**src/common/ccr_pkg.sv**
```systemverilog
// Package for the cursor colour and TV test register bank
package ccr_pkg;

	// Register byte offsets
	localparam logic [11:0] CCR_OFF_CURSOR_BG = 12'h170;
	localparam logic [11:0] CCR_OFF_CURSOR_FG = 12'h174;
	localparam logic [11:0] CCR_OFF_TV_SIZE = 12'h178;
	localparam logic [11:0] CCR_OFF_TEST_CTRL = 12'h17c;

	// Writable bits per register; all other bits are reserved and read zero
	localparam logic [31:0] CCR_MASK_COLOR = 32'h00ffffff;
	localparam logic [31:0] CCR_MASK_TV_SIZE = 32'h000fffff;
	localparam logic [31:0] CCR_MASK_TEST_CTRL = 32'h0000000c;

	// Reset values
	localparam logic [31:0] CCR_RST_COLOR = 32'h00000000;
	localparam logic [31:0] CCR_RST_TV_SIZE = 32'h00000000;
	localparam logic [31:0] CCR_RST_TEST_CTRL = 32'h00000000;

	// Bit 0 of the printed layout is the word's msb; these are vector positions
	localparam int CCR_RED_LSB = 16;
	localparam int CCR_GREEN_LSB = 8;
	localparam int CCR_BLUE_LSB = 0;
	localparam int CCR_ANALOG_LSB = 18;
	localparam int CCR_SYSTEM_LSB = 16;
	localparam int CCR_HTEST_LSB = 8;
	localparam int CCR_VTEST_LSB = 0;
	localparam int CCR_VTEST_EN_BIT = 3;
	localparam int CCR_HTEST_EN_BIT = 2;

	// Analog output modes
	typedef enum logic [1:0] {
		CCR_OUT_RGB,
		CCR_OUT_COMPOSITE,
		CCR_OUT_SVIDEO_COMPOSITE
	} ccr_analog_t;

	// TV systems
	typedef enum logic [1:0] {
		CCR_SYS_PAL_BDGHN,
		CCR_SYS_PAL_M,
		CCR_SYS_NTSC,
		CCR_SYS_RESERVED
	} ccr_tv_system_t;

	// Flip a printed bit number into a vector position
	function automatic int ccr_bitpos(input int printed);
		return 31 - printed;
	endfunction

	// Byte-lane merge of APB write data under a writable-bit mask
	function automatic logic [31:0] ccr_merge(input logic [31:0] old_val,
		input logic [31:0] wdata, input logic [3:0] strb, input logic [31:0] mask);
		logic [31:0] lanes;
		lanes = {{8{strb[3]}}, {8{strb[2]}}, {8{strb[1]}}, {8{strb[0]}}} & mask;
		return (old_val & ~lanes) | (wdata & lanes);
	endfunction

endpackage

```
**src/hdl/ccr_color_split.sv**
```systemverilog
// Splits a stored cursor colour word into its red, green and blue bytes
`timescale 1ns/100ps
`default_nettype none

module ccr_color_split
	import ccr_pkg::*;
(
	input wire logic [31:0] color_word,
	output logic [7:0] red,
	output logic [7:0] green,
	output logic [7:0] blue
);

	// Only RGB 8:8:8 exists, so the split is fixed wiring
	always_comb begin
		red = color_word[CCR_RED_LSB +: 8];
		green = color_word[CCR_GREEN_LSB +: 8];
		blue = color_word[CCR_BLUE_LSB +: 8];
	end

endmodule
`default_nettype wire

```
**src/hdl/ccr_tv_timing_sel.sv**
```systemverilog
// Chooses between normal and test TV totals and decodes output mode
`timescale 1ns/100ps
`default_nettype none

module ccr_tv_timing_sel
	import ccr_pkg::*;
#(
	parameter int H_W = 11,
	parameter int V_W = 10
) (
	input wire logic [31:0] tv_size,
	input wire logic [31:0] test_ctrl,
	input wire logic [H_W-1:0] normal_h_total,
	input wire logic [V_W-1:0] normal_v_total,
	output logic [H_W-1:0] h_total,
	output logic [V_W-1:0] v_total,
	output logic h_test_active,
	output logic v_test_active,
	output ccr_analog_t analog_mode,
	output ccr_tv_system_t tv_system
);

	logic [1:0] analog_code;

	always_comb begin
		h_test_active = test_ctrl[CCR_HTEST_EN_BIT];
		v_test_active = test_ctrl[CCR_VTEST_EN_BIT];
		// Test totals only reach the timing while their enable is set
		h_total = h_test_active ? H_W'(tv_size[CCR_HTEST_LSB +: 8]) : normal_h_total;
		v_total = v_test_active ? V_W'(tv_size[CCR_VTEST_LSB +: 8]) : normal_v_total;
		analog_code = tv_size[CCR_ANALOG_LSB +: 2];
		case (analog_code)
			2'h2: analog_mode = CCR_OUT_COMPOSITE;
			2'h3: analog_mode = CCR_OUT_SVIDEO_COMPOSITE;
			default: analog_mode = CCR_OUT_RGB;
		endcase
		tv_system = ccr_tv_system_t'(tv_size[CCR_SYSTEM_LSB +: 2]);
	end

endmodule
`default_nettype wire

```
**src/hdl/ccr_regs.sv**
```systemverilog
// APB register bank for cursor colours, TV output mode and TV test sizes
//
// The implementer's own choice: the APB slave port.
`timescale 1ns/100ps
`default_nettype none

module ccr_regs
	import ccr_pkg::*;
#(
	parameter int ADDR_W = 12,
	parameter int H_W = 11,
	parameter int V_W = 10
) (
	input wire logic pclk,
	input wire logic presetn,
	input wire logic psel,
	input wire logic penable,
	input wire logic pwrite,
	input wire logic [ADDR_W-1:0] paddr,
	input wire logic [31:0] pwdata,
	input wire logic [3:0] pstrb,
	output logic [31:0] prdata,
	output logic pready,
	output logic pslverr,
	input wire logic [H_W-1:0] normal_h_total,
	input wire logic [V_W-1:0] normal_v_total,
	output logic [7:0] bg_red,
	output logic [7:0] bg_green,
	output logic [7:0] bg_blue,
	output logic [7:0] fg_red,
	output logic [7:0] fg_green,
	output logic [7:0] fg_blue,
	output logic [H_W-1:0] tv_h_total,
	output logic [V_W-1:0] tv_v_total,
	output logic tv_h_test_active,
	output logic tv_v_test_active,
	output logic tv_encoder_on,
	output logic composite_en,
	output logic svideo_en,
	output logic [1:0] tv_system
);

	////////////////////////////////////////////////////////////////////////////
	// State

	typedef struct packed {
		logic [31:0] cursor_background_color;
		logic [31:0] cursor_foreground_color;
		logic [31:0] tv_output_and_test_size;
		logic [31:0] video_post_test_control;
		logic [31:0] prdata;
		logic pready;
		logic pslverr;
		logic [7:0] bg_red;
		logic [7:0] bg_green;
		logic [7:0] bg_blue;
		logic [7:0] fg_red;
		logic [7:0] fg_green;
		logic [7:0] fg_blue;
		logic [H_W-1:0] h_total;
		logic [V_W-1:0] v_total;
		logic h_test;
		logic v_test;
		logic enc_on;
		logic comp_en;
		logic svid_en;
		logic [1:0] system;
	} ccr_state_t;

	ccr_state_t state_reg;
	ccr_state_t state_next;

	////////////////////////////////////////////////////////////////////////////
	// Field decode of the current register contents

	logic [7:0] bg_r;
	logic [7:0] bg_g;
	logic [7:0] bg_b;
	logic [7:0] fg_r;
	logic [7:0] fg_g;
	logic [7:0] fg_b;
	logic [H_W-1:0] sel_h_total;
	logic [V_W-1:0] sel_v_total;
	logic sel_h_test;
	logic sel_v_test;
	ccr_analog_t sel_analog;
	ccr_tv_system_t sel_system;

	ccr_color_split u_bg_split (
		.color_word(state_reg.cursor_background_color),
		.red(bg_r),
		.green(bg_g),
		.blue(bg_b)
	);

	ccr_color_split u_fg_split (
		.color_word(state_reg.cursor_foreground_color),
		.red(fg_r),
		.green(fg_g),
		.blue(fg_b)
	);

	ccr_tv_timing_sel #(
		.H_W(H_W),
		.V_W(V_W)
	) u_tv_sel (
		.tv_size(state_reg.tv_output_and_test_size),
		.test_ctrl(state_reg.video_post_test_control),
		.normal_h_total(normal_h_total),
		.normal_v_total(normal_v_total),
		.h_total(sel_h_total),
		.v_total(sel_v_total),
		.h_test_active(sel_h_test),
		.v_test_active(sel_v_test),
		.analog_mode(sel_analog),
		.tv_system(sel_system)
	);

	////////////////////////////////////////////////////////////////////////////
	// Address decode

	logic [11:0] word_addr;
	logic hit_bg;
	logic hit_fg;
	logic hit_tv;
	logic hit_tc;
	logic mapped;
	logic setup_phase;
	logic access_done;

	always_comb begin
		word_addr = 12'(paddr);
		hit_bg = (word_addr == CCR_OFF_CURSOR_BG);
		hit_fg = (word_addr == CCR_OFF_CURSOR_FG);
		hit_tv = (word_addr == CCR_OFF_TV_SIZE);
		hit_tc = (word_addr == CCR_OFF_TEST_CTRL);
		mapped = hit_bg | hit_fg | hit_tv | hit_tc;
		setup_phase = psel & ~penable;
		// Answer is prepared in setup so every output stays a flop
		access_done = psel & penable & state_reg.pready;
	end

	////////////////////////////////////////////////////////////////////////////
	// Next state

	always_comb begin
		state_next = state_reg;
		state_next.pready = setup_phase;
		state_next.pslverr = setup_phase & ~mapped;
		if (setup_phase) begin
			if (pwrite || !mapped) begin
				state_next.prdata = 32'h00000000;
			end else if (hit_bg) begin
				state_next.prdata = state_reg.cursor_background_color;
			end else if (hit_fg) begin
				state_next.prdata = state_reg.cursor_foreground_color;
			end else if (hit_tv) begin
				state_next.prdata = state_reg.tv_output_and_test_size;
			end else begin
				state_next.prdata = state_reg.video_post_test_control;
			end
		end
		// Writes land only on the completing edge; unmapped ones are dropped
		if (access_done && pwrite) begin
			if (hit_bg) begin
				state_next.cursor_background_color = ccr_merge(
					state_reg.cursor_background_color, pwdata, pstrb, CCR_MASK_COLOR);
			end
			if (hit_fg) begin
				state_next.cursor_foreground_color = ccr_merge(
					state_reg.cursor_foreground_color, pwdata, pstrb, CCR_MASK_COLOR);
			end
			if (hit_tv) begin
				state_next.tv_output_and_test_size = ccr_merge(
					state_reg.tv_output_and_test_size, pwdata, pstrb, CCR_MASK_TV_SIZE);
			end
			if (hit_tc) begin
				state_next.video_post_test_control = ccr_merge(
					state_reg.video_post_test_control, pwdata, pstrb, CCR_MASK_TEST_CTRL);
			end
		end
		// Outputs lag the register contents by one cycle
		state_next.bg_red = bg_r;
		state_next.bg_green = bg_g;
		state_next.bg_blue = bg_b;
		state_next.fg_red = fg_r;
		state_next.fg_green = fg_g;
		state_next.fg_blue = fg_b;
		state_next.h_total = sel_h_total;
		state_next.v_total = sel_v_total;
		state_next.h_test = sel_h_test;
		state_next.v_test = sel_v_test;
		state_next.enc_on = (sel_analog != CCR_OUT_RGB);
		state_next.comp_en = (sel_analog != CCR_OUT_RGB);
		state_next.svid_en = (sel_analog == CCR_OUT_SVIDEO_COMPOSITE);
		state_next.system = sel_system;
	end

	////////////////////////////////////////////////////////////////////////////
	// Registers

	always_ff @(posedge pclk or negedge presetn) begin
		if (!presetn) begin
			state_reg <= '0;
			state_reg.cursor_background_color <= CCR_RST_COLOR;
			state_reg.cursor_foreground_color <= CCR_RST_COLOR;
			state_reg.tv_output_and_test_size <= CCR_RST_TV_SIZE;
			state_reg.video_post_test_control <= CCR_RST_TEST_CTRL;
		end else begin
			state_reg <= state_next;
		end
	end

	////////////////////////////////////////////////////////////////////////////
	// Outputs

	always_comb begin
		prdata = state_reg.prdata;
		pready = state_reg.pready;
		pslverr = state_reg.pslverr;
		bg_red = state_reg.bg_red;
		bg_green = state_reg.bg_green;
		bg_blue = state_reg.bg_blue;
		fg_red = state_reg.fg_red;
		fg_green = state_reg.fg_green;
		fg_blue = state_reg.fg_blue;
		tv_h_total = state_reg.h_total;
		tv_v_total = state_reg.v_total;
		tv_h_test_active = state_reg.h_test;
		tv_v_test_active = state_reg.v_test;
		tv_encoder_on = state_reg.enc_on;
		composite_en = state_reg.comp_en;
		svideo_en = state_reg.svid_en;
		tv_system = state_reg.system;
	end

endmodule
`default_nettype wire

```
**config.mk**
```make
export PLATFORM = sky130hd
export DESIGN_NAME = ccr_regs
export DESIGN_NICKNAME = d
export VERILOG_FILES = /design/src/common/ccr_pkg.sv /design/src/hdl/ccr_color_split.sv /design/src/hdl/ccr_tv_timing_sel.sv /design/src/hdl/ccr_regs.sv
export SDC_FILE = /design/constraint.sdc
export NUM_CORES = 1
export LEC_CHECK = 0
export ABC_AREA = 1
export BUFFER_PORTS_ARGS = -buffer_cell sky130_fd_sc_hd__buf_4
export CORE_ASPECT_RATIO = 1.4
export CORE_UTILIZATION = 45
export DETAILED_ROUTE_END_ITERATION = 6
export HOLD_SLACK_MARGIN = 0.08
export PLACE_DENSITY = 0.78
export SYNTH_ARGS = -nofsm -noshare
export SYNTH_HDL_FRONTEND = slang
export SYNTH_SLANG_ARGS = --single-unit
```
**constraint.sdc**
```tcl
create_clock -name pclk -period 2.5 [get_ports pclk]
set_clock_uncertainty 0.15 [all_clocks]
set_input_delay 0.5 -clock pclk [delete_from_list [all_inputs] [get_ports pclk]]
set_output_delay 0.5 -clock pclk [all_outputs]
set_load 0.02 [all_outputs]
```
* Word level (Yosys, flattened, before mapping)
Cells that the tools add are included.
Word-level totals: output and inout bits 110, logic and storage cells 65, bits in registers 237
Cells by class: bitwise operators 23, reductions and logical operators 8, eq/ne operators 7, multiplexer cells 7
Operators by type and width (count):
- AND 32 bit | 4
- 2-to-1 mux 32 bit | 4
- OR 32 bit | 4
- equality test 12 x 9 -> 1 bit, second input constant | 4
- AND 32 x 20 -> 32 bit | 1
- AND 32 x 24 -> 32 bit | 1
- AND 32 x 4 -> 32 bit | 1
- inverter 20 -> 32 bit | 1
- inverter 24 -> 32 bit | 1
- inverter 4 -> 32 bit | 1
- 2-to-1 mux 11 bit | 1
- 2-to-1 mux 10 bit | 1
- AND reduction 2 bit | 4
- equality test 2 bit, second input constant | 3
- AND 1 bit | 4
- one-hot mux 2 bit (2 select lines) | 1
- OR 1 bit | 3
- inverter 1 bit | 2
- nonzero test 2 bit | 1
- logical AND 1 bit | 1
- logical NOT 1 bit | 1
- logical OR 1 bit | 1

* Depth between registers and ports, before layout
Gate-level depths: netlist of run 1.
depth in word-level cells 7, gate-level depth with buffers 11

* Cells and area by module
A second synthesis of run 1 with hierarchy kept.
Unflattened totals: cell total of the unflattened synthesis 893, area, all modules 8358.0 µm²
By module, submodules not included:
- ccr_regs | cells each 775, area an instance 7708.6 µm², sequential area each 4279.1 µm², instances 1
- ccr_color_split | cells each 24, area an instance 180.2 µm², sequential area each 0.0 µm², instances 2
- ccr_tv_timing_sel | cells each 70, area an instance 289.0 µm², sequential area each 0.0 µm², instances 1

* Worst setup path before layout of run 1
Ideal clock, no wire load.
path kind input-to-reg, from in paddr[1], to reg with a tool-made name, data required time 2231 ps, setup time 119 ps, buffers on the path 1, cell stages on the path 7, data arrival time 1456 ps, setup slack 775 ps, cell sequence nor2_4 > nand3_4 > nor3_4 > nand3_2 > buf_6 > nand2_1 > o21ai_2
RTL lines:
- start, declared | RTL line ccr_regs.sv:19 | input wire logic [ADDR_W-1:0] paddr,

* Worst setup path after layout of run 1
from in paddr[11], to reg state_reg (netlist bit prdata[5])
Between the ends: cells in the longest elaborated chain, start to end 7
RTL lines:
- equality test 12 x 9 -> 1 bit, on equally long branches | RTL line ccr_regs.sv:133, ccr_regs.sv:134
- OR 1 bit (3 in a row) | RTL line ccr_regs.sv:137 | mapped = hit_bg | hit_fg | hit_tv | hit_tc;
- logical NOT 1 bit | RTL line ccr_regs.sv:151 | if (pwrite || !mapped) begin
- logical OR 1 bit | RTL line ccr_regs.sv:151
- 2-to-1 mux 32 bit (*) | RTL line ccr_regs.sv:151
- end signal, assigned | RTL line ccr_regs.sv:210 | state_reg <= state_next;
- end, declared | RTL line ccr_regs.sv:70 | ccr_state_t state_reg;
Every way passes the cells marked *; elsewhere a longest branch is shown, timed or not. A chain may end at the register's enable or synchronous reset.

==> results.txt, run 1 <==
The flop and latch count out of synthesis came out at 171. The number of global-route vias before repair came to 5413. sky130_fd_sc_hd__dfrtp_1 takes more of the synthesized area than any other cell. The area share of the leading cell type in the synthesized netlist came out at 54.7%. The share of cells above drive strength 1 came out at 29.9%. The sum of overflow across all layers after global routing is 0. The area of the placeable core is 16900 sq um. The leakage dissipation came out at 4.71 nW. The post-route antenna net violation count is 0. The maximum root-to-sink buffer count is 2. Relative to the synthesized area, the layout overhead comes to 17.9%.

The time the final worst path needs with I/O delays and setup is 1790 ps. Of the available clock period, the critical path in the final layout requires 71.5%. The clock buffer count from CTS is 17.

Clock tree synthesis found a total of 171 sinks. The average routed wire per standard cell came out at 14.9 um. The share of synthesized area occupied by flip-flops and latches came out at 54.7%.

The total half-perimeter wirelength after legalization and detailed placement came out at 12600 um. In this run the clock root is driven by a sky130_fd_sc_hd__clkbuf_16. The tool flagged a number of max-cap violations equal to 0. Setup repair after global routing left no endpoint under its margin. In this run, post-CTS repair resized a total of 0 instances. The clock-pin slew on the worst setup and hold paths came out at 70 ps. Derived from the worst setup path, the maximum achievable clock frequency is 559 MHz. The final routed DRC violation total is 0.

The worst-case headroom to the max-slew limit is 62.5%. In the final design database the tool counted 998 nets. The area of all sequential standard cells is 4280 sq um. The number of inserted filler cells in the final layout came out at 1518.

The run finished with clean final reports. By area the synthesized netlist is led by sky130_fd_sc_hd__dfrtp_1 (55%), sky130_fd_sc_hd__buf_4 (10%), sky130_fd_sc_hd__nand2_1 (9.2%). The primary flip-flop cell chosen by synthesis mapping is sky130_fd_sc_hd__dfrtp_1. The kind of start point of the critical path is a primary input. The height of the die came out at 158 um. The number of antenna violations at the first check in global routing is 0. For this block, the routed nets add up to 17400 um of wire. Together, buffers and inverters on the worst path number 1.

Input and output buffers added on the ports amount to 166. The hold violation count in the final report is 0. The critical path goes through buf_4 -> nor2_2 -> nand2_2 -> nor2_4 -> o21ai_1 -> nand2_4 -> nand3_1 -> o21ai_0.

The final weighted congestion in routability-driven placement is 0.842. The detailed-route vias per instance is 4.69. The most common cell in the synthesized netlist is sky130_fd_sc_hd__nand2_1.

The die is 113 um wide. The delay of the slowest cell on the worst path is 320 ps. The tightest min-delay check is of the in -> reg type.

The tightest hold path in the finished design has a slack of 101 ps. The H-tree was split into 4 levels. The first-pass GRT wire length came out at 27100 um. The slowest stage of the critical path belongs to the cell sky130_fd_sc_hd__nor2_4.

Counting distinct cell types in the post-synthesis netlist gives 26. The DRC marker count from the first detailed-route iteration is 344. Along the worst hold path, the cell count comes to 2.

The worst ir drop on vdd came out at 0.293 mV. Global routing consumed, over all layers together, 20.2% of the routing resources. At the worst endpoint, the arrival time is 1970 ps. The kind of cell with the highest combined delay on the critical path is simple AND/OR/NAND/NOR gates.

The mean instance size in the synthesized netlist came out at 9.27 sq um. The overall die area came out at 17900 sq um. During synthesis, Yosys emitted a total of 0 warnings.

Clock latency on the worst-skew pair, taken at its later pin, is 420 ps. The total power per unit cell area came out at 641 nW/um^2. The maximum net fanout on the critical path is 19. The post-synthesis async set-or-reset flop share came out at 100%. The pin slew with the least headroom to its limit came out at 561 ps. The data required time of the worst path came out at 2690 ps. In this run the number of cells on the critical path is 8. The synthesized netlist occupies a cell area of 7830 sq um. The cell count of the worst reg-to-reg path came out at 5. The type of element capturing the critical path is a flip-flop. The maximum number of pins on one net before global-route repair is 49. 184 I/O pins were placed.

The first TritonRoute pass finished after 4 iterations. The final-report max-slew violation count came to 0. TritonCTS built the clock tree. The setup violation total in the final timing report came out at 0. The type of the worst setup path is in -> reg. The combined area of the multi-input logic cells is 2220 sq um.

In this run the core area contains 56 standard-cell rows. The summed negative setup slack over all endpoints is 0 ps. The effective utilization at floorplan came out at 46.4%. By count the netlist is led by sky130_fd_sc_hd__nand2_1 (192), sky130_fd_sc_hd__dfrtp_1 (171), sky130_fd_sc_hd__buf_4 (106). The number of flops mapped to enable cells by yosys came out at 0. The cell count after synthesis is 845. The detailed router placed 5485 vias in this run.
per-stage QoR:
step / setup slack, ps / instances / instance area [sq um] / power [mW] / util, %
2_1_floorplan: 775 / 852 / 7860 / 2.99 / -
3_3_place_gp: 333 / 1136 / 8580 / 3.16 / 50.8
3_5_place_dp: 253 / 1136 / 8580 / 3.16 / 50.8
4_1_cts: 719 / 1169 / 9230 / 5.98 / 54.6
5_1_grt: 569 / 1169 / 9230 / 6.11 / 54.6
6_report: 712 / 1170 / 9230 / 5.92 / 54.7
layer usage:
metal / routed length (um) / up-vias / GRT usage (%)
met5: 0 / - / 0
met4: 850 / 0 / 14.0
met1: 6970 / 2549 / 23.5
met2: 8710 / 188 / 33.7
met3: 895 / 58 / 3.94
li1: - / 2690 / -
path summary, 6_finish.rpt:
| check | start | end | slack, ps |
|---|---|---|---|
| setup / recovery | paddr[11] | prdata[5]$_DFFE_PN0P_ | 710 |
| hold / removal | penable | pready$_DFF_PN0_ | 100 |
| setup reg to reg | pready$_DFF_PN0_ | flip-flop | 740 |
| hold reg to reg | flip-flop | bg_green[0]$_DFF_PN0_ | 250 |
| max in group asynchronous | presetn | async pin | 1170 |
| min in group asynchronous | presetn | async pin | 420 |
placed cells by master, fill, tap and decap left out, types with 2 or more instances in the layout:
| master | count |
|---|---|
| sky130_fd_sc_hd__a21oi_1 | 17 |
| sky130_fd_sc_hd__buf_12 | 3 |
| sky130_fd_sc_hd__buf_4 | 176 |
| sky130_fd_sc_hd__bufinv_16 | 4 |
| sky130_fd_sc_hd__clkbuf_16 | 17 |
| sky130_fd_sc_hd__clkinv_2 | 2 |
| sky130_fd_sc_hd__clkinvlp_4 | 2 |
| sky130_fd_sc_hd__conb_1 | 8 |
| sky130_fd_sc_hd__dfrtp_1 | 171 |
| sky130_fd_sc_hd__inv_1 | 98 |
| sky130_fd_sc_hd__inv_2 | 6 |
| sky130_fd_sc_hd__inv_6 | 4 |
| sky130_fd_sc_hd__inv_8 | 2 |
| sky130_fd_sc_hd__nand2_1 | 192 |
| sky130_fd_sc_hd__nand2_2 | 2 |
| sky130_fd_sc_hd__nand2_4 | 6 |
| sky130_fd_sc_hd__nand3_1 | 41 |
| sky130_fd_sc_hd__nand3_2 | 4 |
| sky130_fd_sc_hd__nand3_4 | 4 |
| sky130_fd_sc_hd__nand4_1 | 4 |
| sky130_fd_sc_hd__nor2_1 | 49 |
| sky130_fd_sc_hd__nor2_2 | 6 |
| sky130_fd_sc_hd__nor2_4 | 5 |
| sky130_fd_sc_hd__o21ai_0 | 52 |
| sky130_fd_sc_hd__o21ai_1 | 23 |
| sky130_fd_sc_hd__o21ai_2 | 32 |
where the power goes:
part	switching (mW)	internal [mW]
Sequential	0.00568	2.79
Clock	1.11	1.70
Combinational	0.196	0.122
Total	1.31	4.61
layout make-up:
class	count	share of cell area [%]
Sequential cell	171	46.4
Tap cell	232	3.15
Multi-Input combinational cell	447	24.0
Timing Repair Buffer	181	15.2
Clock buffer	18	4.65
Antenna cell	1	0.0271
Clock inverter	14	2.24
Inverter	106	4.35
kinds of logic after synthesis:
group | after synthesis | synth area share [%]
buffers and inverters | 234 | 17.4
other | 1 | 0.0479
DFF | 171 | 54.6
and+or+nand+nor | 314 | 18.3
AOI/OAI and AO/OA | 125 | 9.60
what timing repair did:
item	in CTS	in global routing
hold buffers	1	0
hold endpoints to repair	45	0
setup buffers	0	0
No activity file was read; power rests on OpenSTA's default activity.
==> run 2: changes to the inputs <==
clock period = 1.8 ns   (was 2.5 ns; I/O delays follow)
==> run 2 against run 1 <==
  * Sequential power rose by 39%
  * Final area rose by 4.8%
  * Register-to-register slack got worse by 610 ps
  * Setup slack got worse by 610 ps
  * Sequential share of layout area fell by 2.1 points
  * Largest power group unchanged
==> results.txt, run 2 (synthesis results as in run 1) <==
The flow ran to the end, and the final reports show no timing, DRC or antenna violations. The number of placement rows is 56 (unchanged). The clock-pin slew on the worst setup and hold paths is 70 ps (about the same).

The most common cell after layout, fill and taps aside is sky130_fd_sc_hd__nand2_1. The leakage dissipation came to 4.94 nW (+4.7%). The count of pins on the block boundary is 184 (unchanged).

The area of the placeable core was 16900 sq um (unchanged). The final weighted congestion in routability-driven placement is 0.823 (-2.2%). The top cell types in the final layout, fill and taps aside, are sky130_fd_sc_hd__nand2_1 (192), sky130_fd_sc_hd__buf_4 (190), sky130_fd_sc_hd__dfrtp_1 (171), sky130_fd_sc_hd__inv_1 (98), sky130_fd_sc_hd__o21ai_0 (52). The setup violation total in the final timing report was 0 (unchanged). The number of global-route vias before repair is 5757 (+6.4%). The DRC marker count from the first detailed-route iteration came out at 396 (+15%). The final routed DRC violation total is 0 (unchanged). The overall die width is 113 um (unchanged).

The arrival time at the worst endpoint is 1890 ps (-80 ps). In this run the critical register-to-register path is launched from pready$_DFF_PN0_. The critical path is of the in -> reg type. The setup slack on the worst flop-to-flop path came to 130 ps (-610 ps).

The time the final worst path needs with I/O delays and setup is 1700 ps. The clock latency on the worst-skew pair came out at 430 ps (about the same). The buffer cell driving the clock tree root is sky130_fd_sc_hd__clkbuf_16. The smallest hold slack came out at 78.6 ps (-22.3 ps).

The cell count of the worst reg-to-reg path came out at 4 (-1). The instance count along the most critical hold path came out at 3 (+1). The CTS sink count came out at 171 (unchanged). The final critical-path share of the clock period came out at 94.3%. The clock buffer count from CTS came out at 17 (unchanged). The area of all placed cells without fillers is 9680 sq um (+4.8%).

The maximum number of pins on one net before global-route repair is 60 (+22%). The maximum net fanout on the critical path was 6 (-13). The maximum root-to-sink buffer count was 2 (unchanged). The share of cells above drive strength 1 is 30.2% (+0.33 points). Setup repair after global routing left no endpoint under its margin.

The worst setup path is captured at a flip-flop. The highest clock rate is 589 MHz. The data required time of the worst path is 2000 ps (-690 ps). The beginning of the worst hold path is pwdata[19]. The hold violation count in the final report came out at 0 (unchanged).

The first-pass iteration count of the detailed router is 4 (unchanged). The sum of overflow across all layers after global routing came to 0 (unchanged). The worst ir drop on vdd is 0.641 mV (+120%).

The area after detailed placement came out at 8730 sq um (+1.8%). The effective utilization at floorplan was 46.4% (unchanged). The max-capacitance violation count is 0 (unchanged). The post-route antenna net violation count is 0 (unchanged). The post-layout utilization of the core is 57.3% (+2.6 points). The count of nets after finishing came out at 1044 (+4.6%).

The worst setup path is launched from a primary input. The level count of the clock H-tree is 4 (unchanged). The number of antenna violations at the first check in global routing is 0 (unchanged).

The path class of the lowest-slack min-delay path is in -> reg. The total wirelength of the detailed-routed design came to 18300 um (+5.2%). The total half-perimeter wirelength after legalization and detailed placement came out at 12800 um (+1.9%). The final-report max-slew violation count is 0 (unchanged). The first-pass GRT wire length came out at 28600 um (+5.5%). The height of the die was 158 um (unchanged).

The count of port buffers added during placement is 166 (unchanged). The number of inserted filler cells in the final layout is 1438 (-5.3%). The detailed-route vias per instance is 4.64 (-0.95%). The average routed wire per standard cell is 15.1 um (+1.3%). The number of diodes came out at 0 (-1).

The overall track demand over capacity in global routing is 21.3% (+1.1 points). The overall die area is 17900 sq um (unchanged). The total via count after detailed routing is 5642 (+2.9%). The total power per unit cell area is 859 nW/um^2 (+34%). The clock tree from TritonCTS is yes. The layout overhead on the synthesized area came out at 23.6%.
run 2: cell count changes in the layout (fill, tap and decap cells not counted), sizes merged:
| cell | delta |
|---|---|
| clkinv | +1 |
| diode | -1 |
| inv | -1 |
| dlygate4sd3 | +29 |
| buf | +17 |
run 2: how the worst max path moves through the flow:
| stage | start | end | slack, ps | depth (start not counted) |
|---|---|---|---|---|
| after floorplan | paddr[1] | flip-flop | 210 | 7 |
| after global placement | paddr[11] | prdata[1]$_DFFE_PN0P_ | -50 | 8 |
| after detailed placement | paddr[11] | prdata[4]$_DFFE_PN0P_ | -120 | 8 |
| after CTS | pready$_DFF_PN0_ | flip-flop | 170 | 4 |
| after global routing | penable | prdata[5]$_DFFE_PN0P_ | 10 | 8 |
| final | penable | prdata[1]$_DFFE_PN0P_ | 100 | 8 |
run 2: report_power, final:
group	internal, mW	total (mW)	switching [mW]	leakage (nW)
combinational	0.218	0.507	0.290	2.29
clock	2.36	3.93	1.57	0.307
sequential	3.87	3.88	0.00759	2.34
total	6.45	8.31	1.87	4.94
run 2: what timing repair did:
| action | 4_1_cts | 5_1_grt |
|---|---|---|
| endpoints found under the setup margin | 0 | 2 |
| gates resized for setup | 0 | 1 |
| hold buffers | 30 | 0 |
| endpoints found under the hold margin | 204 | 0 |
| setup buffers | 0 | 0 |
run 2: area by class of cell:
type | instances | area (sq um) | area share, %
Clock buffer | 18 | 429 | 4.44
Clock inverter | 14 | 209 | 2.16
Inverter | 106 | 402 | 4.15
Multi-Input combinational cell | 447 | 2220 | 22.9
Sequential cell | 171 | 4280 | 44.2
Tap cell | 232 | 290 | 3.00
Timing Repair Buffer | 227 | 1850 | 19.1
run 2: critical path, cell delays in order:
cell and delay [ps]:
sky130_fd_sc_hd__buf_4 110, sky130_fd_sc_hd__dlygate4sd3_1 550, sky130_fd_sc_hd__nor2_1 190, sky130_fd_sc_hd__inv_2 80, sky130_fd_sc_hd__nor2_4 140, sky130_fd_sc_hd__buf_4 180
sky130_fd_sc_hd__nand3_1 100, sky130_fd_sc_hd__o21ai_0 170
run 2: layer usage:
| metal | vias up | track usage, % | routed length (um) | share of wire [%] |
|---|---|---|---|---|
| met1 | 2614 | 24.0 | 7160 | 39 |
| met4 | 0 | 13.4 | 870 | 4.7 |
| met3 | 57 | 3.87 | 905 | 4.9 |
| met5 | - | 0 | 0 | 0 |
| li1 | 2762 | - | - | - |
| met2 | 209 | 37.3 | 9390 | 51 |
run 2: through the flow:
stage          setup slack, ps  TNS, ps  total power [mW]  instances
6_report                   103        0              8.31       1215
5_1_grt                   13.7        0              8.59       1215
4_1_cts                    166        0              8.37       1215
3_3_place_gp             -48.0     -633              4.40       1153
2_1_floorplan              215        0              4.15        852
3_5_place_dp              -123    -3190              4.40       1153
==> run 3: changes to the inputs <==
PLACE_DENSITY = 0.77   (was 0.78)
SYNTH_HIERARCHICAL = 1   (was unset)
==> run 3 against run 2 <==
  * Combinational power down 18%
  * Clock-buffer cell count up 4
  * Sequential power about the same
  * Sequential share of layout area down 0.85 points
  * Register-to-register slack better by 160 ps
  * First-iteration DRC count down 15%
  * Sequential cell count unchanged
  * Fmax up 12%
  * Global-route usage down 1.3 points
==> results.txt, run 3 <==
The flow ran to the end, and the final reports show no timing, DRC or antenna violations. The highest clock rate is 661 MHz (+12%). The count of port buffers added during placement is 166 (unchanged). The maximum net fanout on the critical path came to 16 (+10). The number of flops mapped to enable cells by yosys is 0 (unchanged). The total power per unit cell area is 815 nW/um^2 (-5.1%).

Traced cell by cell, the critical path runs through nand4_1 -> inv_2 -> buf_12 -> nand3_4 -> nand2_1 -> o21ai_2. The number of global-route vias before repair came out at 5637 (-2.1%). The area share of the leading cell type in the synthesized netlist is 51.2% (-3.5 points). The smallest hold slack came out at 97.5 ps (+18.9 ps).

The post-layout utilization of the core is 54.6% (-2.7 points). The max-capacitance violation count came out at 0 (unchanged). The number of diodes is 0 (unchanged). The time the final worst path needs with I/O delays and setup came out at 1510 ps (-184 ps).

The first-pass iteration count of the detailed router was 4 (unchanged). The fraction of synthesized cell area in xor and xnor cells is 0% (unchanged). The area fraction in compound gates after synthesis was 8.44% (-1.2 points). The layout overhead on the synthesized area came out at 18.0%. The placed cell count is 1155 (+0.17%). The area of the placeable core is 18100 sq um (+7.0%). The data required time of the worst path is 1950 ps (-50 ps). The library cell used most frequently in the layout, excluding fill and tap cells, is sky130_fd_sc_hd__nand2_1. The buffer count from post-CTS setup fixing is 0 (unchanged). The number of placement rows was 58 (+3.6%). The clock-pin slew on the worst setup and hold paths came to 70 ps (about the same). Among all stages on the critical path, the largest delay is contributed by sky130_fd_sc_hd__dfrtp_1.

The share of synthesized cell area in full adder, half adder and majority cells came out at 0% (unchanged). The unique cell type count in the Yosys netlist is 27 (+3.8%). The clock latency on the worst-skew pair came out at 420 ps (about the same). The most common cell in the synthesized netlist is sky130_fd_sc_hd__nand2_1. The first-pass GRT wire length is 28600 um (about the same).

The clock buffer count from CTS is 17 (unchanged). The arrival time at the worst endpoint came out at 1660 ps (-230 ps). The total wirelength of the detailed-routed design came out at 17600 um (-4.1%). The sum of overflow across all layers after global routing is 0 (unchanged). In the synthesized netlist the dominant register cell turns out to be sky130_fd_sc_hd__dfrtp_1.

The top cell types in the final layout, fill and taps aside, are sky130_fd_sc_hd__nand2_1 (201), sky130_fd_sc_hd__buf_4 (183), sky130_fd_sc_hd__dfrtp_1 (171), sky130_fd_sc_hd__inv_1 (105), sky130_fd_sc_hd__nor2_1 (69). The effective utilization at floorplan is 46.3% (-0.12 points). The summed negative setup slack over all endpoints came out at 0 ps (unchanged). The total half-perimeter wirelength after legalization and detailed placement came out at 12200 um (-4.5%). The overall track demand over capacity in global routing is 20.0% (-1.3 points). The share of synthesized area occupied by flip-flops and latches came out at 51.2% (-3.5 points). The kind of start point of the critical path is a flip-flop. The number of inserted filler cells in the final layout was 1538 (+7.0%). The maximum root-to-sink buffer count came out at 2 (unchanged). The count of nets after finishing came out at 1040 (-0.38%).

By area the synthesized netlist is led by sky130_fd_sc_hd__dfrtp_1 (51%), sky130_fd_sc_hd__buf_4 (14%), sky130_fd_sc_hd__nand2_1 (9.0%). The detailed-route vias per instance came out at 4.52 (-2.7%). The total design power is 8.04 mW (-3.3%).

The final critical-path share of the clock period came to 84.1% (-10 points). The worst setup path is of the reg -> reg kind. Setup repair after global routing left no endpoint under its margin. The area of all placed cells without fillers came out at 9870 sq um (+2.0%). The height of the die came to 163 um (+3.3%). The min-delay analysis places its worst path in the category in -> reg. The level count of the clock H-tree was 4 (unchanged). The post-synthesis async set-or-reset flop share came to 100% (unchanged). The netlist area before placement came out at 8360 sq um (+6.7%). The overall die area came out at 19100 sq um (+6.6%).

The overall die width came out at 117 um (+3.3%). The mux contribution to synthesized area came to 0% (unchanged). The total via count after detailed routing is 5503 (-2.5%). The worst slack after detailed placement came out at -58.9 ps (+64.3 ps).

The flop and latch count out of synthesis came out at 171 (unchanged). TritonCTS built the clock tree. The CTS sink count came out at 171 (unchanged). The mean instance size in the synthesized netlist is 9.36 sq um (+1.0%).

The final weighted congestion in routability-driven placement was 0.790 (-4.0%). The final-report max-slew violation count came to 0 (unchanged). In this run the clock root is driven by a sky130_fd_sc_hd__clkbuf_16. The largest total area in the synthesized netlist belongs to sky130_fd_sc_hd__dfrtp_1. The worst ir drop on vdd came out at 0.477 mV (-26%).

The final routed DRC violation total came out at 0 (unchanged). The setup violation total in the final timing report came out at 0 (unchanged). The post-route antenna net violation count was 0 (unchanged).

The total number of yosys warnings is 6 (+6). The post-synthesis share of cell area spent on and, or, nand and nor gates is 19.4% (+1.1 points). The number of non-filler instances in the completed layout is 1218 (+0.25%). The hold violation count in the final report is 0 (unchanged).

The dominant combinational cell family by area after synthesis is buffers and inverters. The count of pins on the block boundary came out at 184 (unchanged). The area after detailed placement came out at 8930 sq um (+2.3%).

The share of cells above drive strength 1 came out at 32.4% (+2.2 points). The cell count after synthesis is 893 (+5.7%). The DRC marker count from the first detailed-route iteration is 335 (-15%).

The worst setup path is captured at a flip-flop. The maximum number of pins on one net before global-route repair is 46 (-23%). The leakage dissipation is 5.10 nW (+3.3%). By count the netlist is led by sky130_fd_sc_hd__nand2_1 (201), sky130_fd_sc_hd__dfrtp_1 (171), sky130_fd_sc_hd__buf_4 (160).

The worst-case setup margin in the final layout is 286 ps (+184 ps). The average routed wire per standard cell came out at 14.4 um (-4.3%). The delay of the slowest cell on the worst path was 360 ps (-190 ps). The number of antenna violations at the first check in global routing came out at 0 (unchanged).
==> run 3: cell types whose count changed in the layout (fill, tap and decap cells not counted), sizes merged, moves of 2 or more <==
cell,previous run,this run
a21oi,17,0
dlygate4sd3,30,32
nand3,49,51
nand2,200,210
o21ai,107,72
clkbuf,18,22
nand4,4,1
o21bai,0,18
buf,197,194
inv,110,108
nor2,60,79
==> run 3: what timing repair did <==
action / 4_1_cts / 5_1_grt
endpoints found under the hold margin: 74 / 0
gates resized for setup: 0 / 0
hold buffers: 32 / 0
==> run 3: report_power, final <==
group / leakage (nW) / switching, mW / internal (mW)
Sequential: 2.37 / 0.00171 / 3.85
Clock: 0.289 / 1.48 / 2.30
Combinational: 2.44 / 0.229 / 0.186
Total: 5.10 / 1.71 / 6.33
==> run 3: cell families after synthesis <==
family / after synthesis
AND/OR/NAND/NOR: 342
other: 1
AO/OA/AOI/OAI: 91
flip-flops: 171
buffers and inverters: 288
==> run 3: area by class of cell <==
type                       count  area (sq um)  area share (%)
sequential                   171          4280            43.4
inverter                     109           410            4.16
timing repair buffer         226          1910            19.3
tap                          240           300            3.04
clock inverter                 9           139            1.41
multi-input combinational    441          2360            23.9
clock buffer                  22           474            4.81
==> run 3: path summary, 6_finish.rpt <==
check                            startpoint              endpoint  depth (start not counted)  slack (ps)
setup / recovery           pready$_DFF_PN0_             flip-flop                          6         290
min in group asynchronous           presetn             async pin                          2         300
setup reg to reg           pready$_DFF_PN0_             flip-flop                          6         290
hold / removal                   pwdata[19]             flip-flop                          3         100
max in group asynchronous           presetn             async pin                          3         660
hold reg to reg                   flip-flop  fg_blue[1]$_DFF_PN0_                          0         250
==> run 3: layer usage <==
metal	GRT usage, %	up-vias	routed length [um]
met1	23.0	2591	7090
met3	4.27	36	791
met5	0	-	0
met4	8.00	0	450
met2	35.5	160	9250
li1	-	2716	-
==> run 3: worst max-delay path, delay by kind of cell, from the launching register on <==
| family | cells | cell delay [ps] |
|---|---|---|
| compound gates | 1 | 60 |
| simple gates | 3 | 550 |
| flops | 1 | 360 |
| buf+inv | 2 | 260 |
